## config.mk

```make
export PLATFORM = sky130hd
export DESIGN_NAME = ecs_ecc_regs
export DESIGN_NICKNAME = d
export VERILOG_FILES = /design/src/verilog/ecs_pkg.sv /design/src/verilog/ecs_capture_fifo.sv /design/src/verilog/ecs_err_counter.sv /design/src/verilog/ecs_ecc_regs.sv
export SDC_FILE = /design/constraint.sdc
export NUM_CORES = 1
export LEC_CHECK = 0
export BUFFER_PORTS_ARGS = -buffer_cell sky130_fd_sc_hd__buf_2
export CORE_ASPECT_RATIO = 0.5
export CORE_MARGIN = 3
export CORE_UTILIZATION = 50
export CTS_BUF_LIST = sky130_fd_sc_hd__clkbuf_16
export CTS_CLUSTER_SIZE = 40
export DETAILED_ROUTE_END_ITERATION = 10
export PLACE_DENSITY = 0.7
export SLEW_MARGIN = 0
export SYNTH_ARGS = -nofsm -noshare
export SYNTH_HDL_FRONTEND = slang
export SYNTH_SLANG_ARGS = --single-unit
```

## constraint.sdc

```tcl
create_clock -name MCLK_I -period 8.5 [get_ports MCLK_I]
set_input_delay 1.275 -clock MCLK_I [delete_from_list [all_inputs] [get_ports MCLK_I]]
set_output_delay 1.275 -clock MCLK_I [all_outputs]
set_load 0.02 [all_outputs]
```

## src/verilog/ecs_pkg.sv

```systemverilog
// constants for the ecc status and control register bank
`default_nettype none
package ecs_pkg;
	// data word geometry: PARTS 64-bit parts per word
	localparam int PARTS = 2;
	localparam int DATA_W = 64 * PARTS;
	localparam int SUB_W = 32;
	localparam int SUB_DEPTH = 2 * PARTS;
	localparam int SYND_W = 8;
	localparam int ST_W = 5;
	// register indices, byte address is four times the index
	localparam logic [5:0] IDX_CMD = 6'h00;
	localparam logic [5:0] IDX_STHR = 6'h01;
	localparam logic [5:0] IDX_DTHR = 6'h02;
	localparam logic [5:0] IDX_SCNT = 6'h03;
	localparam logic [5:0] IDX_DCNT = 6'h04;
	localparam logic [5:0] IDX_SADDR = 6'h05;
	localparam logic [5:0] IDX_DADDR = 6'h06;
	localparam logic [5:0] IDX_SDATA = 6'h07;
	localparam logic [5:0] IDX_SSYND = 6'h08;
	localparam logic [5:0] IDX_DDATA = 6'h09;
	localparam logic [5:0] IDX_STATUS = 6'h0a;
	localparam logic [5:0] IDX_MASK = 6'h0b;
	localparam logic [5:0] IDX_SLOC = 6'h0c;
	localparam logic [5:0] IDX_DLOC = 6'h0d;
	// reset values
	localparam logic [31:0] CMD_RST = 32'h0000000f;
	localparam logic [31:0] THR_RST = 32'h00000001;
	localparam logic [4:0] MASK_RST = 5'h01;
	// command word bit positions
	localparam int BIT_CNT_SERR = 0;
	localparam int BIT_CORR = 1;
	localparam int BIT_DET_DERR = 2;
	localparam int BIT_CLR_ALL = 4;
	localparam int BIT_CLR_RD = 7;
	localparam int BIT_CORRUPT = 8;
	localparam int BIT_CORRUPT_DBL = 9;
	localparam int BIT_FIRST = 10;
	localparam int BIT_CLR_IRQ = 11;
	// action bits that never stay set in the command word
	localparam logic [31:0] CMD_ACTION = 32'h00000810;
	// interrupt status bit positions
	localparam int ST_SERR = 0;
	localparam int ST_DERR = 1;
	localparam int ST_SMAX = 2;
	localparam int ST_DMAX = 3;
	localparam int ST_RMW = 4;
endpackage : ecs_pkg
`default_nettype wire

```

## src/verilog/ecs_capture_fifo.sv

```systemverilog
// capture fifo: parallel load of a whole word, popped one entry at a time
`default_nettype none
module ecs_capture_fifo #(
	parameter int W = 32,
	parameter int DEPTH = 4,
	parameter int PW = 2,
	parameter int LW = 3
) (
	input wire logic clk_i,
	input wire logic rst_n_i,
	input wire logic load_i,
	input wire logic [W*DEPTH-1:0] load_data_i,
	input wire logic pop_i,
	input wire logic clr_i,
	output logic [W-1:0] head_o,
	output logic [PW-1:0] ptr_o,
	output logic [LW-1:0] level_o
);
	logic [W-1:0] mem [DEPTH];
	logic [PW-1:0] rd_ptr;
	logic [LW-1:0] level;

	// storage, entry 0 is the low part of the word
	always_ff @(posedge clk_i) begin
		if (load_i) begin
			for (int k = 0; k < DEPTH; k++) begin
				mem[k] <= load_data_i[k*W +: W];
			end
		end
	end

	// pointer and fill level; a new load wins over clear and pop
	always_ff @(posedge clk_i or negedge rst_n_i) begin
		if (!rst_n_i) begin
			rd_ptr <= '0;
			level <= '0;
		end else if (load_i) begin
			rd_ptr <= '0;
			level <= LW'(DEPTH);
		end else if (clr_i) begin
			rd_ptr <= '0;
			level <= '0;
		end else if (pop_i && level != '0) begin
			rd_ptr <= rd_ptr + 1'b1;
			level <= level - 1'b1;
		end
	end

	// empty fifo reads as zero
	assign head_o = (level != '0) ? mem[rd_ptr] : '0;
	assign ptr_o = rd_ptr;
	assign level_o = level;
endmodule : ecs_capture_fifo
`default_nettype wire

```

## src/verilog/ecs_err_counter.sv

```systemverilog
// saturating error counter with threshold crossing detect
`default_nettype none
module ecs_err_counter (
	input wire logic clk_i,
	input wire logic rst_n_i,
	input wire logic inc_i,
	input wire logic clr_i,
	input wire logic [31:0] thr_i,
	output logic [31:0] count_o,
	output logic cross_o
);
	logic [31:0] count;
	logic [31:0] base;

	// clear and increment in one cycle give a count of one
	assign base = clr_i ? 32'h00000000 : count;
	// crossing: the count steps from the threshold to above it
	assign cross_o = inc_i && (base == thr_i) && (base != 32'hffffffff);
	assign count_o = count;

	always_ff @(posedge clk_i or negedge rst_n_i) begin
		if (!rst_n_i) begin
			count <= 32'h00000000;
		end else if (inc_i && base != 32'hffffffff) begin
			count <= base + 32'h00000001;
		end else begin
			count <= base;
		end
	end
endmodule : ecs_err_counter
`default_nettype wire

```

## src/verilog/ecs_ecc_regs.sv

```systemverilog
// ecc control and status register bank on a classic wishbone slave
//
// Behaviour
// RQ1: command word at 00, resets to 0000000f.
// RQ2: error counters count; crossing threshold raises interrupt.
// RQ3: counts readable at 03 and 04, reset zero.
// RQ4: last single error address at 05, clearable.
// RQ5: last double error address at 06, clearable.
// RQ6: command bit 10 keeps first address instead.
// RQ7: single error data fifo at 07, low first.
// RQ8: clear command empties the error data fifos.
// RQ9: single error syndromes, one per part, at 08.
// RQ10: syndrome follows the part of shown data.
// RQ11: double error data fifo at 09, low first.
// RQ12: five-bit status at 0a, write one clears.
// RQ13: write-only mask at 0b, resets to 01.
// RQ14: single error part flags at 0c, w1c.
// RQ15: double error part flags at 0d, w1c.
// RQ16: bits 0..2 enable count, correct, detect.
// RQ17: bit 8 corrupts encoding, bit 9 picks kind.
// RQ18: bit 4 clears; bit 7 clears counters on read.
// RQ19: command bit 11 clears pending interrupt status.
// RQ20: interrupt out when unmasked status bit set.
`default_nettype none
module ecs_ecc_regs (
	input wire logic MCLK_I,
	input wire logic RST_N_I,
	input wire logic CYC_I,
	input wire logic STB_I,
	input wire logic WE_I,
	input wire logic [3:0] SEL_I,
	input wire logic [7:0] ADR_I,
	input wire logic [31:0] DAT_I,
	output logic [31:0] DAT_O,
	output logic ACK_O,
	input wire logic SERR_I,
	input wire logic DERR_I,
	input wire logic RMW_DERR_I,
	input wire logic [31:0] ERR_ADDR_I,
	input wire logic [ecs_pkg::DATA_W-1:0] ERR_DATA_I,
	input wire logic [ecs_pkg::PARTS*ecs_pkg::SYND_W-1:0] ERR_SYND_I,
	input wire logic [ecs_pkg::PARTS-1:0] ERR_PART_I,
	output logic COUNT_SERR_EN_O,
	output logic CORRECT_EN_O,
	output logic DETECT_DERR_EN_O,
	output logic CORRUPT_EN_O,
	output logic CORRUPT_DOUBLE_O,
	output logic IRQ_O
);
	import ecs_pkg::*;

	localparam int DPW = $clog2(SUB_DEPTH);
	localparam int DLW = $clog2(SUB_DEPTH + 1);
	localparam int SPW = (PARTS > 1) ? $clog2(PARTS) : 1;
	localparam int SLW = $clog2(PARTS + 1);

	logic ack;
	logic req;
	logic wr;
	logic rd;
	logic [5:0] idx;
	logic [31:0] bmask;
	logic [31:0] wdat;
	logic [31:0] rdata;
	logic [31:0] cmd;
	logic [31:0] sthr;
	logic [31:0] dthr;
	logic [4:0] mask;
	logic [4:0] status;
	logic [4:0] st_set;
	logic [4:0] st_clr;
	logic [PARTS-1:0] sloc;
	logic [PARTS-1:0] dloc;
	logic [31:0] saddr;
	logic [31:0] daddr;
	logic s_have;
	logic d_have;
	logic clr_all;
	logic clr_irq;
	logic s_inc;
	logic d_ev;
	logic s_cnt_clr;
	logic d_cnt_clr;
	logic [31:0] scount;
	logic [31:0] dcount;
	logic s_cross;
	logic d_cross;
	logic sdata_pop;
	logic ssynd_pop;
	logic ddata_pop;
	logic [31:0] sdata_head;
	logic [31:0] ddata_head;
	logic [SYND_W-1:0] ssynd_head;
	logic [DPW-1:0] sdata_ptr;
	logic [DLW-1:0] sdata_level;
	logic [SPW-1:0] ssynd_ptr;
	logic [SLW-1:0] ssynd_level;

	// bus request decode, one access per cycle of ack
	assign req = CYC_I && STB_I && !ack;
	assign wr = req && WE_I;
	assign rd = req && !WE_I;
	assign idx = ADR_I[7:2];
	assign bmask = {{8{SEL_I[3]}}, {8{SEL_I[2]}}, {8{SEL_I[1]}}, {8{SEL_I[0]}}};
	assign wdat = DAT_I & bmask;

	// command actions, taken only on the write edge
	assign clr_all = wr && idx == IDX_CMD && wdat[BIT_CLR_ALL]; // [RQ18]
	assign clr_irq = wr && idx == IDX_CMD && wdat[BIT_CLR_IRQ]; // [RQ19]

	// error events as qualified by the command word
	assign s_inc = SERR_I && cmd[BIT_CNT_SERR]; // [RQ16]
	assign d_ev = DERR_I && cmd[BIT_DET_DERR]; // [RQ16]

	// counter clears: clear command, or read with clear-on-read set
	assign s_cnt_clr = clr_all || (rd && idx == IDX_SCNT && cmd[BIT_CLR_RD]); // [RQ18]
	assign d_cnt_clr = clr_all || (rd && idx == IDX_DCNT && cmd[BIT_CLR_RD]); // [RQ18]

	// ack one cycle after the request, dropped the cycle after
	always_ff @(posedge MCLK_I or negedge RST_N_I) begin
		if (!RST_N_I) begin
			ack <= 1'b0;
		end else begin
			ack <= req;
		end
	end
	assign ACK_O = ack;

	// command word; action bits do not stay set
	always_ff @(posedge MCLK_I or negedge RST_N_I) begin
		if (!RST_N_I) begin
			cmd <= CMD_RST; // [RQ1]
		end else if (wr && idx == IDX_CMD) begin
			cmd <= ((cmd & ~bmask) | wdat) & ~CMD_ACTION; // [RQ1]
		end
	end

	// enables and test corruption controls toward the codec
	assign COUNT_SERR_EN_O = cmd[BIT_CNT_SERR]; // [RQ16]
	assign CORRECT_EN_O = cmd[BIT_CORR]; // [RQ16]
	assign DETECT_DERR_EN_O = cmd[BIT_DET_DERR]; // [RQ16]
	assign CORRUPT_EN_O = cmd[BIT_CORRUPT]; // [RQ17]
	assign CORRUPT_DOUBLE_O = cmd[BIT_CORRUPT_DBL]; // [RQ17]

	// thresholds and interrupt mask
	always_ff @(posedge MCLK_I or negedge RST_N_I) begin
		if (!RST_N_I) begin
			sthr <= THR_RST;
			dthr <= THR_RST;
			mask <= MASK_RST; // [RQ13]
		end else if (wr) begin
			if (idx == IDX_STHR) begin
				sthr <= (sthr & ~bmask) | wdat; // [RQ2]
			end
			if (idx == IDX_DTHR) begin
				dthr <= (dthr & ~bmask) | wdat; // [RQ2]
			end
			if (idx == IDX_MASK && SEL_I[0]) begin
				mask <= DAT_I[4:0]; // [RQ13]
			end
		end
	end

	// single and double error counters
	ecs_err_counter u_scount (
		.clk_i(MCLK_I),
		.rst_n_i(RST_N_I),
		.inc_i(s_inc), // [RQ2]
		.clr_i(s_cnt_clr),
		.thr_i(sthr),
		.count_o(scount),
		.cross_o(s_cross)
	);

	ecs_err_counter u_dcount (
		.clk_i(MCLK_I),
		.rst_n_i(RST_N_I),
		.inc_i(d_ev), // [RQ2]
		.clr_i(d_cnt_clr),
		.thr_i(dthr),
		.count_o(dcount),
		.cross_o(d_cross)
	);

	// error addresses: latest, or first when first mode is on
	always_ff @(posedge MCLK_I or negedge RST_N_I) begin
		if (!RST_N_I) begin
			saddr <= 32'h00000000;
			s_have <= 1'b0;
		end else if (SERR_I && (clr_all || !(cmd[BIT_FIRST] && s_have))) begin
			saddr <= ERR_ADDR_I; // [RQ4] [RQ6]
			s_have <= 1'b1;
		end else if (clr_all) begin
			saddr <= 32'h00000000; // [RQ4]
			s_have <= 1'b0;
		end
	end

	always_ff @(posedge MCLK_I or negedge RST_N_I) begin
		if (!RST_N_I) begin
			daddr <= 32'h00000000;
			d_have <= 1'b0;
		end else if (d_ev && (clr_all || !(cmd[BIT_FIRST] && d_have))) begin
			daddr <= ERR_ADDR_I; // [RQ5] [RQ6]
			d_have <= 1'b1;
		end else if (clr_all) begin
			daddr <= 32'h00000000; // [RQ5]
			d_have <= 1'b0;
		end
	end

	// fifo pops on reads; syndrome steps after the odd sub-word
	assign sdata_pop = rd && idx == IDX_SDATA;
	assign ddata_pop = rd && idx == IDX_DDATA;
	assign ssynd_pop = sdata_pop && sdata_level != '0 && sdata_ptr[0]; // [RQ10]

	ecs_capture_fifo #(.W(SUB_W), .DEPTH(SUB_DEPTH), .PW(DPW), .LW(DLW)) u_sdata (
		.clk_i(MCLK_I),
		.rst_n_i(RST_N_I),
		.load_i(SERR_I), // [RQ7]
		.load_data_i(ERR_DATA_I),
		.pop_i(sdata_pop),
		.clr_i(clr_all), // [RQ8]
		.head_o(sdata_head),
		.ptr_o(sdata_ptr),
		.level_o(sdata_level)
	);

	ecs_capture_fifo #(.W(SYND_W), .DEPTH(PARTS), .PW(SPW), .LW(SLW)) u_ssynd (
		.clk_i(MCLK_I),
		.rst_n_i(RST_N_I),
		.load_i(SERR_I), // [RQ9]
		.load_data_i(ERR_SYND_I),
		.pop_i(ssynd_pop),
		.clr_i(clr_all), // [RQ8]
		.head_o(ssynd_head),
		.ptr_o(ssynd_ptr),
		.level_o(ssynd_level)
	);

	ecs_capture_fifo #(.W(SUB_W), .DEPTH(SUB_DEPTH), .PW(DPW), .LW(DLW)) u_ddata (
		.clk_i(MCLK_I),
		.rst_n_i(RST_N_I),
		.load_i(d_ev), // [RQ11]
		.load_data_i(ERR_DATA_I),
		.pop_i(ddata_pop),
		.clr_i(clr_all), // [RQ8]
		.head_o(ddata_head),
		.ptr_o(),
		.level_o()
	);

	// interrupt status sources and clears; a new event wins
	assign st_set[ST_SERR] = SERR_I;
	assign st_set[ST_DERR] = d_ev;
	assign st_set[ST_SMAX] = s_cross; // [RQ2]
	assign st_set[ST_DMAX] = d_cross; // [RQ2]
	assign st_set[ST_RMW] = RMW_DERR_I && d_ev;
	assign st_clr = ((wr && idx == IDX_STATUS && SEL_I[0]) ? DAT_I[4:0] : 5'h00)
		| {ST_W{clr_irq}}; // [RQ12] [RQ19]

	always_ff @(posedge MCLK_I or negedge RST_N_I) begin
		if (!RST_N_I) begin
			status <= 5'h00;
		end else begin
			status <= (status & ~st_clr) | st_set; // [RQ12]
		end
	end

	// per-part error flags, write one clears, set wins
	always_ff @(posedge MCLK_I or negedge RST_N_I) begin
		if (!RST_N_I) begin
			sloc <= '0;
			dloc <= '0;
		end else begin
			sloc <= (sloc & ~((wr && idx == IDX_SLOC) ? wdat[PARTS-1:0] : '0))
				| (SERR_I ? ERR_PART_I : '0); // [RQ14]
			dloc <= (dloc & ~((wr && idx == IDX_DLOC) ? wdat[PARTS-1:0] : '0))
				| (d_ev ? ERR_PART_I : '0); // [RQ15]
		end
	end

	// unmasked pending status drives the interrupt
	assign IRQ_O = |(status & ~mask); // [RQ20]

	// read mux; unmapped and write-only words read zero
	always_comb begin
		rdata = 32'h00000000;
		case (idx)
			IDX_CMD: rdata = cmd;
			IDX_STHR: rdata = sthr;
			IDX_DTHR: rdata = dthr;
			IDX_SCNT: rdata = scount; // [RQ3]
			IDX_DCNT: rdata = dcount; // [RQ3]
			IDX_SADDR: rdata = saddr;
			IDX_DADDR: rdata = daddr;
			IDX_SDATA: rdata = sdata_head;
			IDX_SSYND: rdata = {{(32 - SYND_W){1'b0}}, ssynd_head}; // [RQ9]
			IDX_DDATA: rdata = ddata_head;
			IDX_STATUS: rdata = {{(32 - ST_W){1'b0}}, status};
			IDX_SLOC: rdata = {{(32 - PARTS){1'b0}}, sloc};
			IDX_DLOC: rdata = {{(32 - PARTS){1'b0}}, dloc};
			default: rdata = 32'h00000000;
		endcase
	end

	// read data captured on the request edge, held until next read
	always_ff @(posedge MCLK_I or negedge RST_N_I) begin
		if (!RST_N_I) begin
			DAT_O <= 32'h00000000;
		end else if (rd) begin
			DAT_O <= rdata;
		end
	end
endmodule : ecs_ecc_regs
`default_nettype wire

```

# Word level (Yosys, flattened, before mapping)
# Memories as Yosys holds them, arrays and structs flattened.
# Cells that the tools add are included.
# totals
regBits	284
mem_bits_rw	272
mem_count	3
# op_classes
n_addsub	8
n_eq_ne	17
n_mux	41
bitwise	20
reduce_logical	56
# memory_table
name	depth	width	read_ports	rd_clocked_by_memory_dff	write_ports	line_no	rtl
u_ddata.mem	4	32	1	0	4	ecs_capture_fifo.sv:19	logic [W-1:0] mem [DEPTH];
u_sdata.mem	4	32	1	0	4	ecs_capture_fifo.sv:19	
u_ssynd.mem	2	8	1	0	2	ecs_capture_fifo.sv:19	
# ops
cell	count
one-hot mux 32 bit (13 select lines)	1
two-way mux 32 bit	9
bitwise AND 32 bit	4
bitwise OR 32 bit	3
adder 32 x 1 -> 32 bit (second input constant)	2
== test 32 bit	2
inequality test 32 bit (second input constant)	2
== test 6 x 4 -> 1 bit (second input constant)	6
logical AND 1 bit	35
inverter 32 bit	1
two-way mux 2 bit	13
== test 6 x 3 -> 1 bit (second input constant)	4
two-way mux 3 bit	6
nonzero test 3 bit	5
== test 6 x 2 -> 1 bit (second input constant)	2
bitwise AND 5 bit	2
two-way mux 1 bit	10
inverter 5 bit	2
bitwise OR 5 bit	2
two-way mux 8 bit	1
== test 6 x 1 -> 1 bit (second input constant)	1
zero test 6 bit	1
AND reduction 2 bit	3
nonzero test 2 bit	3
other kinds (11)	22

# Depth between registers and ports, before layout
# depth
depth_word	11
ltp_mapped	16

# Modules after synthesis
# Synthesis repeated with hierarchy kept, for this count alone.
# unflattened
cells_unflattened	1967
area_unflattened_um2	25767.2
# modules_own_cells
mod	n_inst	cells_per_inst	area_per_inst_um2	seq_area_each_um2
ecs_capture_fifo at u_ddata ...	2	264	5097.4	3968.8
ecs_ecc_regs	1	810	9903.2	5188.7
ecs_err_counter	2	291	2449.8	800.8
ecs_capture_fifo at u_ssynd	1	47	769.5	555.5

# Worst setup path before layout
# No wires, ideal clock.
# synth_path
kind	input port to flip-flop
from	input DERR_I
to	register u_dcount.count[9] (netlist: u_dcount.count_o[9])
setup_time_ps	78
arrival_time_ps	5259
slack_ps	3163
path_stages	5
path_buffers	0
path_cell_list	nand2_1 -> inv_1 -> nand3_1 -> or3_1 -> a21oi_1
# synth_via
elab_chain_cells	3
# synth_lines
item	line_no	rtl
start, declared	ecs_ecc_regs.sv:37	input wire logic DERR_I,
logical AND 1 bit	ecs_ecc_regs.sv:113	assign d_ev = DERR_I && cmd[BIT_DET_DERR];
via d_ev	ecs_ecc_regs.sv:81	logic d_ev;
logical AND 1 bit	ecs_err_counter.sv:24	end else if (inc_i && base != 32'hffffffff) begin
two-way mux 32 bit	ecs_err_counter.sv:24	
end signal, assigned	ecs_err_counter.sv:25	count <= base + 32'h00000001;
end signal, assigned	ecs_err_counter.sv:27	count <= base;
end, declared	ecs_err_counter.sv:12	logic [31:0] count;
# The timed path passes the listed nets, and every way through them passes these cells.
# A chain may end at the register's enable or synchronous reset.

# Worst setup path after layout
# layout_path
from	input ADR_I[4]
to	register u_scount.count[28] (netlist: u_scount.count_o[28])
# layout_via
elab_chain_cells	8
word_cells_on_any_way	12
# layout_lines
item	line_no	rtl
start, declared	ecs_ecc_regs.sv:32	input wire logic [7:0] ADR_I,
== test 6 x 2 -> 1 bit / zero test 6 bit (equally long branches)	ecs_ecc_regs.sv:116, ecs_ecc_regs.sv:108	
logical AND 1 bit (on tied branches) (2 in series)	ecs_ecc_regs.sv:116, ecs_ecc_regs.sv:108	
logical OR 1 bit *	ecs_ecc_regs.sv:116	assign s_cnt_clr = clr_all || (rd && idx == IDX_SCNT && cmd[BIT_CLR_RD]);
two-way mux 32 bit *	ecs_err_counter.sv:16	assign base = clr_i ? 32'h00000000 : count;
parallel branches: the longest is 2 deep, another holds adder 32 x 1 -> 32 bit	--	
two-way mux 32 bit *	ecs_err_counter.sv:24	
end signal, assigned	ecs_err_counter.sv:25	
end signal, assigned	ecs_err_counter.sv:27	
end, declared	ecs_err_counter.sv:12	
# Mark *: on every way between the ends.

==> results.yml <==
status:
  status: "finished, final reports clean"
clock_network:
  post_cts.repair.setup_buffers: 0
  cts_resized: 0
  clkTransAtPathRegs_ns: 0.07
  cts_buffers: 49
  tritoncts: "yes"
  clock_latency_ns: 0.59
  htree_levels: 2
  cts-hold-fix-buffers: 0
  root_buffer: "clkbuf_16"
  cts.sinks: 556
  cts_buffer_depth: 3
synthesis:
  synth_top_cell_by_area: "edfxtp_1"
  avgSynthCellArea_sq_um: 13.3
  synth.distinct_cells: 66
  syn_inst: 1859
  ys_warn_count: 0
  yosysSeqAreaShare_pct: 61.8
  synth_top_area_share_pct: 33.0
  netlist_top_cells_count: "277 x dfrtp_1, 272 x edfxtp_1, 171 x nor2_1"
  syn-num-nets: 2096
  synth-async-reset-ratio_pct: 51.1
  synth_edf_count: 272
  syn_area_sq_um: 24700
  synth_most_common_cell: "dfrtp_1"
  ys.flop_type: "dfrtp_1"
  synth-seq-cells: 556
  synth_area_leaders: "edfxtp_1 33%, dfrtp_1 28%, mux4_2 5.8%"
worst_hold_path:
  hold_class: "register to register"
setup_path:
  path_class: "input pin to register"
  reg2reg_to: "u_scount.count_o[28]$_DFF_PN0_"
  r2r_slack_ns: 4.11
  setup.worst_path.start_class: "input pin"
  end_kind: "register"
  r2r_cells: 13
  crit_required_ns: 8.95
  crit_start: "ADR_I[4]"
  path_max_fanout: 33
  cp.arrival_ns: 5.49
  cp-endpoint: "u_scount.count_o[28]$_DFF_PN0_"
  r2r_start: "ACK_O$_DFF_PN0_"
timing:
  rsz0062_at_grt: "false"
  worstMarginPinSlew_ns: 1.33
  holdWs_ns: 0.481
  period_minus_slack_ns: 5.04
  clock_skew_ns: 0.0200
  finalHoldViolCount: 0
  fin_tns_setup_ns: 0
  final-setup-viol-count: 0
  max_freq_mhz: 198
  slew_headroom_pct: 10.4
  finalMaxSlewViolations: 0
  fin_crit_sh_pct: 59.3
route:
  routed_wl_um: 73300
  dr.pass1.iters: 7
  vias: 17588
  antenna_left: 0
  avgViaCountPerCell: 6.41
  drc: 0
  wl_per_cell_um: 26.7
  drt_iter0_markers: 2345
global_routing:
  antenna_found_initial: 6
  grt_max_degree: 188
  gr-usage-all-layers_pct: 27.8
  grt_pass1_wl_um: 109000
  gr-usage-met2_pct: 43.6
  grt_use_met3_pct: 6.35
  first_global_vias: 16961
  gr-total-overflow: 0
  use_met1_pct: 40.3
  grt_busiest_layer: "met2"
floorplan:
  die_y_um: 163
  initial_core_util_pct: 51.6
  dieArea_sq_um: 52300
  core_area_sq_um: 47900
  die_x_um: 320
  ios: 269
  rows: 56
final_layout:
  nets: 2307
  fin_util_pct: 58.8
  regArea_sq_um: 15300
  fillers: 3796
  syn2layout_area_growth_pct: 13.8
  drive_gt1_share_pct: 27.0
  multi_input_area_sq_um: 8850
placement:
  post-dp-hpwl_um: 51400
  gp_congestion: 0.924
  portBuffers: 266
power_and_ir_drop:
  peakVddDrop_v: 0.000182
  power.density_nw_per_um2: 201
  leakage_nw: 11.1
run:
  max_cap_viol_count: 0
## where the power goes
group,internal (mW),switching [mW]
clock network,1.14,1.01
registers,2.98,0.0864
logic,0.183,0.257
total,4.31,1.35
## metal layers
layer / up-vias / share of wire (%)
met5: - / 0.037
met4: 4 / 1.9
met3: 112 / 10
met2: 889 / 46
met1: 9019 / 41
li1: 7564 / -
## logic make-up (layout without fill, tap and decap cells)
| logic type | Yosys count | after routing | synth area share [%] |
|---|---|---|---|
| XOR/XNOR | 86 | 86 | 3.05 |
| other | 0 | 1 | 0 |
| AO/OA/AOI/OAI | 348 | 348 | 11.0 |
| buffers and inverters | 167 | 413 | 2.60 |
| AND/OR/NAND/NOR | 509 | 509 | 9.85 |
| multiplexers | 186 | 186 | 11.3 |
| adder cells (fa/ha/maj) | 7 | 7 | 0.354 |
| flip-flops | 556 | 556 | 61.8 |
## through the flow
stage	instances	worst slack [ns]	total power, mW	cell area [sq um]
finish	2744	3.46	5.66	28100
global route	2744	3.18	5.85	28100
CTS	2743	3.50	5.69	28100
detailed placement	2657	2.90	3.56	26600
global placement	2657	2.94	3.55	26600
floorplan	1859	3.16	3.32	24700
## worst min-delay path by stage
stage                     depth (start not counted)              start  slack, ns           endpoint
after detailed placement                          2           register       0.47           register
after global routing                              1  sloc[0]$_DFF_PN0_       0.52  sloc[0]$_DFF_PN0_
final                                             2           register       0.48           register
after global placement                            2           register       0.46           register
after floorplan                                   2           register       0.44           register
after CTS                                         2           register       0.48           register
## cell type report
type	instances	share of cell area, %
Sequential cell	556	54.4
Inverter	33	0.449
Tap cell	638	2.84
Clock inverter	37	0.930
Timing Repair Buffer	294	5.58
Multi-Input combinational cell	1136	31.5
Antenna cell	1	0.00890
Clock buffer	49	4.36
## worst max-delay path, cell delays in order
cell     delay [ns]
buf_2          0.11
or4_1          0.52
buf_4          0.27
nor4_4         0.24
buf_4          0.37
nor2_1         0.28
and2_1         0.26
ha_1           0.26
nand2_1        0.08
or3_1          0.11
o31a_1         0.40
nand4_1        0.58
nor4_1         0.51
xnor2_1        0.16
nor2_1         0.05
## placed cells by master (no fill, tap or decap), drive strengths merged, types with 7 or more instances in the layout
cell	synthesis	final
buf	31	294
dfrtp	277	277
edfxtp	272	272
nor2	172	172
mux2	112	112
nand2	109	109
a22o	94	94
mux4	64	64
nor3	60	60
xnor2	57	57
a221oi	52	52
inv	33	52
clkbuf	103	49
a31oi	45	45
nand4	41	41
nand3	39	39
a21oi	32	32
xor2	29	29
a22oi	29	29
o21ai	25	25
a222oi	19	19
o32ai	17	17
and3	16	16
nor4	16	16
clkinv	0	14
and2	13	13
or3	13	13
mux2i	10	10
ha	7	7
dfstp	7	7
No activity file was read; power rests on OpenSTA's default activity.
